[src/lsd_pkg.sv]
// Package for the seven-to-one serial link receiver.
// Assumes a 100 MHz ref_clk; all counts below are in ref_clk cycles.
`default_nettype none
package lsd_pkg;
	// Link geometry
	localparam int LANES = 3;
	localparam int SLOTS = 7;
	localparam int WORD_W = 21;
	localparam int FIFO_DEPTH = 8;
	// Reference clock
	localparam int REF_PERIOD_PS = 10000;
	// Forwarded clock limits and nominal slot sample points at 75 MHz
	localparam int OUT_PERIOD_MIN_PS = 13330;
	localparam int OUT_PERIOD_MAX_PS = 50000;
	localparam int OUT_HIGH_MIN_PS = 3600;
	localparam int OUT_HIGH_MAX_PS = 6000;
	localparam int CLOCK_THROUGH_MIN_PS = 3400;
	localparam int CLOCK_THROUGH_MAX_PS = 7300;
	localparam int SLOT0_SAMPLE_PS = 950;
	localparam int SLOT6_SAMPLE_PS = 12380;
	localparam int SAMPLING_MARGIN_PS = 380;
	localparam int SOURCE_JITTER_PS = 250;
	// Lock time, longest, rounded down
	localparam int PLL_LOCK_TIME_MS = 10;
	localparam int PLL_LOCK_CYCLES = (PLL_LOCK_TIME_MS * 1000000) / (REF_PERIOD_PS / 1000);
	// Powerdown entry, longest, rounded down
	localparam int POWERDOWN_DELAY_US = 1;
	localparam int POWERDOWN_CYCLES = (POWERDOWN_DELAY_US * 1000000) / REF_PERIOD_PS;
	// Counter widths and reset values
	localparam int CNT_W = 8;
	localparam int LOCK_W = 20;
	localparam logic [CNT_W-1:0] CLK_LOSS_CYCLES = 8'h40;
	localparam logic [CNT_W-1:0] CNT_MAX = 8'hff;
	localparam logic [WORD_W-1:0] WORD_RESET = 21'h000000;
	localparam logic [2:0] SLOT_DONE = 3'h7;

	// Cycle after the clock edge at which slot k is centred
	function automatic logic [CNT_W-1:0] slot_pos(input logic [CNT_W-1:0] per,
		input logic [2:0] k);
		logic [CNT_W+3:0] prod;
		logic [CNT_W-1:0] pos;
		prod = per * {k, 1'b1};
		pos = CNT_W'(prod / 12'h00e);
		return (pos == 8'h00) ? 8'h01 : pos;
	endfunction
endpackage
`default_nettype wire

[src/lsd_rx.sv]
// Seven-to-one serial link receiver: word FIFO and receiver top level.
// Assumes lanes and forwarded clock arrive as already-decoded levels from
// the differential input buffers, asynchronous to ref_clk.
`timescale 1ns/10ps
`default_nettype none

// Word FIFO, flip-flop storage, data out read combinationally at the read pointer
module lsd_fifo
	import lsd_pkg::*;
#(
	parameter int W = WORD_W,
	parameter int DEPTH = FIFO_DEPTH
) (
	input wire logic clk,
	input wire logic rst,
	input wire logic flush,
	input wire logic in_valid,
	output logic in_ready,
	input wire logic [W-1:0] in_data,
	output logic out_valid,
	input wire logic out_ready,
	output logic [W-1:0] out_data
);
	localparam int AW = $clog2(DEPTH);
	localparam logic [AW:0] FULL_CNT = (AW+1)'(DEPTH);

	typedef struct packed {
		logic [DEPTH-1:0][W-1:0] mem;
		logic [AW-1:0] wp;
		logic [AW-1:0] rp;
		logic [AW:0] cnt;
	} lsd_fifo_state_t;

	lsd_fifo_state_t st_q;
	lsd_fifo_state_t st_d;
	logic do_wr;
	logic do_rd;

	// Honest flags straight from the count
	assign in_ready = (st_q.cnt != FULL_CNT);
	assign out_valid = (st_q.cnt != '0);
	assign out_data = st_q.mem[st_q.rp];
	assign do_wr = in_valid & in_ready;
	assign do_rd = out_valid & out_ready;

	// Pointer and count update
	always_comb begin
		st_d = st_q;
		if (do_wr) begin
			st_d.mem[st_q.wp] = in_data;
			st_d.wp = AW'(st_q.wp + 1'b1);
		end
		if (do_rd) begin
			st_d.rp = AW'(st_q.rp + 1'b1);
		end
		st_d.cnt = (AW+1)'(st_q.cnt + {{AW{1'b0}}, do_wr} - {{AW{1'b0}}, do_rd});
		if (flush) begin
			st_d.wp = '0;
			st_d.rp = '0;
			st_d.cnt = '0;
		end
	end

	always_ff @(posedge clk) begin
		if (rst) begin
			st_q <= '0;
		end else begin
			st_q <= st_d;
		end
	end
endmodule

// Function
// RL1: Three serial lanes in, 21 parallel outputs, updated once per forwarded period.
// RL2: Seven slots sampled per lane each forwarded period, spread across the period.
// RL3: Each slot lasts one seventh of the forwarded clock period.
// RL4: Output strobe rising edge marks valid data; downstream captures on it.
// RL5: Output strobe period follows forwarded clock, 13.33 ns to 50 ns; code only handles 10 to 63 ref_clk cycles (100 ns to 630 ns).
// RL6: Strobe high phase about half the period, nominally balanced duty.
// RL7: Each word appears two forwarded periods after arrival.
// RL8: Lock within 10 ms of clock; no output before lock.
// RL9: Powerdown low forces every output low.
// RL10: Outputs reach low within 1 us of powerdown.
// RL11: Idle-high lanes with clock present give all-ones data.
// RL12: Lanes and clock both idle: data holds last valid word.
// RL13: Forwarded clock idle: strobe held low.
// RL14: Keep at least 380 ps valid sampling region per slot.
// RL15: Transmitter keeps forwarded clock jitter below 250 ps.
// RL16: Lane L slot s carries output bit 7L+s, fixed order.
module lsd_rx
	import lsd_pkg::*;
#(
	parameter int LOCK_CYCLES = PLL_LOCK_CYCLES
) (
	input wire logic ref_clk,
	input wire logic sys_rst,
	input wire logic [LANES-1:0] serial_data_lane_in,
	input wire logic forwarded_clock_in,
	input wire logic powerdown_n,
	output logic [WORD_W-1:0] parallel_data_out,
	output logic parallel_strobe_clock_out
);
	typedef struct packed {
		logic fck_m;
		logic fck_s;
		logic fck_p;
		logic [LANES-1:0] lane_m;
		logic [LANES-1:0] lane_s;
		logic pdn_m;
		logic pdn_s;
		logic [CNT_W-1:0] per_cnt;
		logic [CNT_W-1:0] per;
		logic [LOCK_W-1:0] lock_cnt;
		logic locked;
		logic [2:0] slot;
		logic [WORD_W-1:0] acc;
		logic [WORD_W-1:0] dout;
		logic stb;
		logic [CNT_W-1:0] hi_cnt;
	} lsd_rx_state_t;

	localparam logic [LOCK_W-1:0] LOCK_LAST = LOCK_W'(LOCK_CYCLES - 1);

	lsd_rx_state_t st_q;
	lsd_rx_state_t st_d;
	logic fck_edge;
	logic clk_ok;
	logic push;
	logic pop;
	logic fifo_in_ready;
	logic fifo_out_valid;
	logic [WORD_W-1:0] fifo_out_data;
	logic fifo_flush;

	// Edge of the synchronised forwarded clock, and its presence
	assign fck_edge = st_q.fck_s & ~st_q.fck_p;
	assign clk_ok = (st_q.per_cnt < CLK_LOSS_CYCLES);
	// Frame closes on the next edge; a short frame is dropped
	assign push = fck_edge & st_q.locked & (st_q.slot == SLOT_DONE); // [RL1]
	// One word leaves per forwarded edge, so output rate tracks it
	// An edge that comes after the loss timeout counts as no clock, so nothing leaves then
	assign pop = fck_edge & st_q.locked & clk_ok & st_q.pdn_s & fifo_out_valid; // [RL5] [RL7]
	// Stale words must not leak out after a relock
	assign fifo_flush = ~st_q.pdn_s | ~st_q.locked;

	// Word buffer between frame assembly and output strobe
	lsd_fifo #(
		.W(WORD_W),
		.DEPTH(FIFO_DEPTH)
	) i_lsd_fifo (
		.clk(ref_clk),
		.rst(sys_rst),
		.flush(fifo_flush),
		.in_valid(push),
		.in_ready(fifo_in_ready),
		.in_data(st_q.acc),
		.out_valid(fifo_out_valid),
		.out_ready(pop),
		.out_data(fifo_out_data)
	);

	// Next-state logic for the whole receiver
	always_comb begin
		st_d = st_q;
		// Two-stage synchronisers; logic reads only stage two and its fck_p edge-detect copy
		st_d.fck_m = forwarded_clock_in;
		st_d.fck_s = st_q.fck_m;
		st_d.fck_p = st_q.fck_s;
		st_d.lane_m = serial_data_lane_in;
		st_d.lane_s = st_q.lane_m;
		st_d.pdn_m = powerdown_n;
		st_d.pdn_s = st_q.pdn_m;

		// Period measurement, saturating so a stopped clock is seen
		if (fck_edge) begin
			st_d.per = st_q.per_cnt;
			st_d.per_cnt = 8'h01;
			st_d.slot = 3'h0;
		end else if (st_q.per_cnt != CNT_MAX) begin
			st_d.per_cnt = CNT_W'(st_q.per_cnt + 8'h01);
		end

		// Slot sampling at odd fourteenths of the period, slot centres
		if (!fck_edge && st_q.slot != SLOT_DONE &&
			st_q.per_cnt == slot_pos(st_q.per, st_q.slot)) begin // [RL2] [RL3] [RL14]
			for (int l = 0; l < LANES; l++) begin
				st_d.acc[5'(l * SLOTS) + 5'(st_q.slot)] = st_q.lane_s[l]; // [RL16] [RL11]
			end
			st_d.slot = 3'(st_q.slot + 3'h1);
		end

		// Lock after a run of continuous clock; lost with clock or power
		if (!st_q.pdn_s || !clk_ok) begin
			st_d.lock_cnt = '0;
			st_d.locked = 1'b0;
		end else if (!st_q.locked) begin // [RL8]
			st_d.lock_cnt = LOCK_W'(st_q.lock_cnt + 1'b1);
			if (st_q.lock_cnt == LOCK_LAST) begin
				st_d.locked = 1'b1;
			end
		end

		// Strobe: data changes with the rising edge, high for half a period
		if (pop) begin
			st_d.dout = fifo_out_data; // [RL4]
			st_d.stb = 1'b1;
			st_d.hi_cnt = (st_q.per[CNT_W-1:1] == '0) ? 8'h01 : {1'b0, st_q.per[CNT_W-1:1]};
		end else if (st_q.stb) begin // [RL6]
			st_d.hi_cnt = CNT_W'(st_q.hi_cnt - 8'h01);
			if (st_q.hi_cnt <= 8'h01) begin
				st_d.stb = 1'b0;
			end
		end

		// Idle clock: strobe low, data keeps the last word
		if (!clk_ok) begin
			st_d.stb = 1'b0; // [RL13] [RL12]
		end
		// Powerdown overrides everything
		if (!st_q.pdn_s) begin
			st_d.dout = WORD_RESET; // [RL9] [RL10]
			st_d.stb = 1'b0;
		end
	end

	// Link clock idles high; seeding the detector high avoids a false edge after reset
	always_ff @(posedge ref_clk) begin
		if (sys_rst) begin
			st_q <= '0;
			st_q.fck_m <= 1'b1;
			st_q.fck_s <= 1'b1;
			st_q.fck_p <= 1'b1;
		end else begin
			st_q <= st_d;
		end
	end

	// Outputs come straight from flops
	assign parallel_data_out = st_q.dout;
	assign parallel_strobe_clock_out = st_q.stb;

	// Powerdown held long enough forces both outputs low
	chk_pdn_outputs_low: assert property ( // [RL9]
		@(posedge ref_clk) disable iff (sys_rst)
		(!powerdown_n) [*4] |-> (parallel_data_out == '0) && !parallel_strobe_clock_out)
		else $error("outputs not low in powerdown");

	// Pin fall to low outputs: two sync stages and one register, far inside 1 us
	chk_pdn_entry_delay: assert property ( // [RL10]
		@(posedge ref_clk) disable iff (sys_rst)
		$fell(powerdown_n) |-> ##3 (parallel_data_out == '0) && !parallel_strobe_clock_out)
		else $error("powerdown entry too slow");

	// No strobe while the forwarded clock is missing
	chk_noclk_strobe_low: assert property ( // [RL13]
		@(posedge ref_clk) disable iff (sys_rst)
		!clk_ok |=> !parallel_strobe_clock_out)
		else $error("strobe active without clock");

	// Missing clock with power on keeps the last word
	chk_noclk_hold_word: assert property ( // [RL12]
		@(posedge ref_clk) disable iff (sys_rst)
		!clk_ok && st_q.pdn_s && !fck_edge |=> $stable(parallel_data_out))
		else $error("data moved without clock");

	// Outside powerdown, data only changes with a strobe rising edge
	chk_strobe_data_stable: assert property ( // [RL4]
		@(posedge ref_clk) disable iff (sys_rst)
		$past(st_q.pdn_s) && !$rose(parallel_strobe_clock_out) |-> $stable(parallel_data_out))
		else $error("data changed away from strobe edge");

	// High phase lasts at least two cycles for a usable period, unless powerdown cuts it
	chk_strobe_high_phase: assert property ( // [RL6]
		@(posedge ref_clk) disable iff (sys_rst)
		pop && st_q.per >= 8'h04 |=> parallel_strobe_clock_out ##1
		(parallel_strobe_clock_out || !$past(st_q.pdn_s)))
		else $error("strobe high phase too short");

	// A strobe never rises before lock
	chk_lock_before_out: assert property ( // [RL8]
		@(posedge ref_clk) disable iff (sys_rst)
		$rose(parallel_strobe_clock_out) |-> $past(st_q.locked))
		else $error("strobe before lock");

	// Popped word reaches the outputs one cycle later
	chk_word_to_out: assert property ( // [RL1]
		@(posedge ref_clk) disable iff (sys_rst)
		pop |=> parallel_data_out == $past(fifo_out_data))
		else $error("popped word not presented");

	// A full-length frame collects all seven slots
	chk_slot_count: assert property ( // [RL2]
		@(posedge ref_clk) disable iff (sys_rst)
		fck_edge && st_q.locked && st_q.per >= 8'h0e && st_q.per_cnt == st_q.per
		|-> st_q.slot == SLOT_DONE)
		else $error("frame missed a slot");

	// At most one word waits, so the buffer never refuses a finished frame
	chk_fifo_never_full: assert property ( // [RL7]
		@(posedge ref_clk) disable iff (sys_rst)
		push |-> fifo_in_ready)
		else $error("word buffer full at frame end");
endmodule
`default_nettype wire

[config.mk]
export PLATFORM = sky130hd
export DESIGN_NAME = lsd_rx
export DESIGN_NICKNAME = d
export VERILOG_FILES = /design/src/lsd_pkg.sv /design/src/lsd_rx.sv
export SDC_FILE = /design/constraint.sdc
export NUM_CORES = 1
export LEC_CHECK = 0
export ABC_AREA = 1
export BUFFER_PORTS_ARGS = -buffer_cell sky130_fd_sc_hd__buf_2
export CAP_MARGIN = 20
export CORE_ASPECT_RATIO = 0.8
export CORE_MARGIN = 1.5
export CORE_UTILIZATION = 45
export CTS_CLUSTER_SIZE = 10
export DETAILED_ROUTE_END_ITERATION = 8
export GPL_TIMING_DRIVEN = 1
export PLACE_DENSITY = 0.57
export REMOVE_ABC_BUFFERS = 1
export SLEW_MARGIN = 15
export SYNTH_ARGS = -nofsm -noshare
export SYNTH_HDL_FRONTEND = slang
export SYNTH_SLANG_ARGS = --single-unit
[constraint.sdc]
create_clock -name ref_clk -period 6.5 [get_ports ref_clk]
set_input_delay 1.3 -clock ref_clk [delete_from_list [all_inputs] [get_ports ref_clk]]
set_output_delay 1.3 -clock ref_clk [all_outputs]
set_load 0.05 [all_outputs]
==> flow_metrics.env <==
export IMPL_status="finished clean"
export IMPL_finalNetCount=2097
export IMPL_power_share_switching_pct=24.7
export IMPL_use_met1_pct=34.1
export IMPL_worst_hold_startpoint="st_d[95]"
export IMPL_grt_use_met3_pct=3.63
export IMPL_width_of_the_chip_um=205
export IMPL_number_of_antenna_violations_at_the_first_check_in_global_routing=0
export IMPL_max_cap_violations=0
export IMPL_grt_busiest_layer="met2"
export IMPL_boundaryPins=29
export IMPL_layout_worst_path_cycle_share_pct=91.4
export IMPL_drt_wirelength_per_cell_um=15.6
export IMPL_dieArea_um2=33800
export IMPL_worst_skew_pair_late_latency_ns=0.52
export IMPL_worst_setup_sp="st_q[53]"
export IMPL_timing_fmax_ghz=0.168
export IMPL_antenna_violating_nets_post_route=0
export IMPL_cp_arrival_ns=6.36
export IMPL_route_detailed_vias_per_inst=5.20
export IMPL_critical_path_peak_fanout=21
export IMPL_leakage_nw=6.68
export IMPL_ctsLongestPathBuffers=3
export IMPL_num_vias=12900
export IMPL_synth_top_flop_cell="dfxtp_1"
export IMPL_postSynthRegisterBits=280
export IMPL_postSynth_asyncResetShare_pct=0
export IMPL_postSynthCellCount=2081
export IMPL_grt_pass1_wl_mm=62.8
export IMPL_fraction_of_layout_instances_using_a_drive_strength_above_1_pct=8.66
export IMPL_final_setup_viol_count=0
export IMPL_fill_cells=3256
export IMPL_power_density_nw_per_um2=238
export IMPL_fp_row_count=59
export IMPL_cts_htree_levels=2
export IMPL_yosys_warnings=0
export IMPL_numCtsBuffers=34
export IMPL_p_sw_w=0.000939
export IMPL_worst_hold_path_type="reg2reg"
export IMPL_max_slew_margin_rel_pct=33.6
export IMPL_synth_top_cell_area_share_pct=38.1
export IMPL_fin_tns_setup_ns=0
export IMPL_pwr_share_comb_pct=7.6
export IMPL_design_internal_power_w=0.00286
export IMPL_cts_sinks=280
export IMPL_timing_critical_path_slowest_stage_cell="fa_1"
export IMPL_core_area_um2=32300
export IMPL_dr_first_iter_drc_count=898
export IMPL_final_setup_worst_slack_ns=0.558
export IMPL_synth_unique_cells=46
export IMPL_detail_route_wirelength_mm=38.6
export IMPL_yosys_top_cells_area="dfxtp_1, a21oi_1, o21ai_0, inv_1, nand2_1"
export IMPL_pin_count_of_the_biggest_net_entering_global_routing=96
export IMPL_die_height_um=165
export IMPL_tightestPinTransition_ns=0.994
export IMPL_globalplace_congestion=0.886
export IMPL_dr_pass1_iters=5
export IMPL_synth_area_per_cell_um2=7.07
export IMPL_synth_top_area_cell="dfxtp_1"
export IMPL_global_route_overflow_total=0
export IMPL_tritoncts="done"
export IMPL_grt_pass1_vias=11800
export IMPL_reg2reg_slack_ns=0.56
export IMPL_worst_r2r_endpoint="st_q[50]"
export IMPL_unrepaired_setup_endpoints_after_global_routing="false"
export IMPL_finalClockSkew_ns=0.0127
export IMPL_hold_path_endpoint="st_q[95]"
export IMPL_post_place_ws_ns=0.418
export IMPL_cts_post_setup_buffers_inserted=0
export IMPL_timing_setup_critical_path_class="reg2reg"
export IMPL_critPathMaxStageDelay_ns=0.53
export IMPL_multi_input_area_um2=7210
export IMPL_data_required_critical_path_ns=6.92
export IMPL_detail_route_drc_violations=0
export IMPL_r2r_start="st_q[53]"
export IMPL_synth_yosys_seq_area_share_pct=38.1
export IMPL_hold_fails_final_rpt=0
export IMPL_area_growth_pct=8.73
export IMPL_timing_reg2reg_worst_path_depth=45
export IMPL_worstSetupEndpointType="flop"
export IMPL_clk_root_buffer_cell="clkbuf_16"
export IMPL_initial_utilization_pct=45.5
export IMPL_post_synth_instance_area_um2=14700
export IMPL_regArea_um2=5610
export IMPL_detailed_place_hpwl_mm=23.5
export IMPL_holdPathStages=2
export IMPL_power_share_clock_pct=45.7
export IMPL_period_minus_slack_ns=5.94
export IMPL_final_max_slew_violation_count=0
export IMPL_total_global_routing_track_utilization_pct=23.3
export IMPL_power_sequential_fraction_pct=46.6
export IMPL_clkSlewWorstSetupHoldPaths_ns=0.06
export IMPL_irDropWorstVdd_uv=136
export IMPL_worstSetupStartpointType="flop"
export IMPL_synth_edff_count=0
export IMPL_global_route_usage_met2_pct=36.3
export IMPL_antenna_cells=0
export IMPL_port_buffers=28
## cells by family after synthesis
family,after synthesis,share of synthesized area (%)
compound gates,650,22.5
simple gates,609,20.3
buf+inv,474,13.0
flops,280,38.1
fa+ha+maj,54,5.26
xor+xnor,13,0.774
mux,1,0.0680
## cells in the final DEF (no fill, tap or decap), drive strengths merged, types with 2 or more instances in the layout
| cell | n |
|---|---|
| nor2 | 126 |
| xnor2 | 2 |
| nor3b | 3 |
| or2 | 5 |
| ha | 41 |
| clkbuf | 44 |
| nand4 | 42 |
| clkinv | 4 |
| o22ai | 10 |
| nor4 | 4 |
| dfxtp | 280 |
| nand3 | 125 |
| inv | 335 |
| nand2 | 279 |
| a21oi | 328 |
| o211ai | 2 |
| xor2 | 11 |
| a31oi | 5 |
| buf | 54 |
| fa | 13 |
| a211oi | 3 |
| nor3 | 22 |
| o21ai | 299 |
## power by group through the flow
stage | Combinational (W) | Clock (W) | Sequential [W]
4_1_cts | 0.000286 | 0.00179 | 0.00177
3_3_place_gp | 0.000281 | 0 | 0.00181
5_1_grt | 0.000327 | 0.00185 | 0.00178
3_5_place_dp | 0.000285 | 0 | 0.00181
2_1_floorplan | 0.000209 | 0 | 0.00180
6_report | 0.000291 | 0.00174 | 0.00177
## worst max-delay path, delay by kind of cell (launching register included)
family          cells  cell delay, ns
buf+inv             6            0.32
simple gates       35            3.50
flops               1            0.41
fa+ha+maj           3            1.38
compound gates      1            0.17
## synthesized netlist by cell type, types with 5 or more instances
cell        n
nand3_2     8
nand2_4    12
nand3_1   116
inv_2       5
ha_1       41
dfxtp_1   280
xor2_1     11
clkbuf_1  101
fa_1       13
nor3_1     22
buf_4      23
nand4_2    22
o22ai_1    10
nand2_2    14
nand2_1   253
o21ai_0   293
nor2_1    122
inv_1     330
a21oi_1   324
a31oi_1     5
o21ai_1     6
nand4_1    18
## what timing repair did
| action | in CTS | in global routing |
|---|---|---|
| hold buffers | 0 | 0 |
| endpoints found under the setup margin | 0 | 24 |
| resized for setup | 0 | 4 |
| hold endpoints to repair | 0 | 0 |
## layer usage
layer | wire length (um) | vias up
met5 | 0 | -
met4 | 448 | 0
met3 | 2100 | 35
met2 | 16400 | 270
met1 | 19600 | 5856
li1 | - | 6695
## how the worst max path moves through the flow
stage	to	slack, ns	cells after the start
3_5_place_dp	st_q[50]	0.42	47
5_1_grt	st_q[46]	0.01	44
2_1_floorplan	st_q[46]	0.35	41
6_report	st_q[50]	0.56	45
4_1_cts	st_q[50]	0.40	47
3_3_place_gp	st_q[46]	0.59	47
## through the flow
step                utilization, %  cell area [um2]  hold WS, ns  instances  power (W)
global route                  49.5            16000        0.438       2471    0.00396
floorplan                        -            14100        0.388       1946    0.00201
global placement              46.2            14900        0.391       2425    0.00209
detailed placement            46.3            15000        0.392       2426    0.00209
finish                        49.5            16000        0.401       2471    0.00380
CTS                           49.3            16000        0.399       2470    0.00385
## flip-flops by register name (all words and copies together) (netlist names)
register / count
i_lsd_fifo.st_q: 178
st_q: 74
parallel_data_out: 21
st_d: 6
parallel_strobe_clock_out: 1
## area by class of cell
cell class	count	area share [%]
timing repair buffer	54	2.39
inverter	339	7.99
clock buffer	44	6.14
sequential	280	35.1
tap	427	3.34
multi-input combinational	1327	45.1
(Power assumes the default switching activity.)
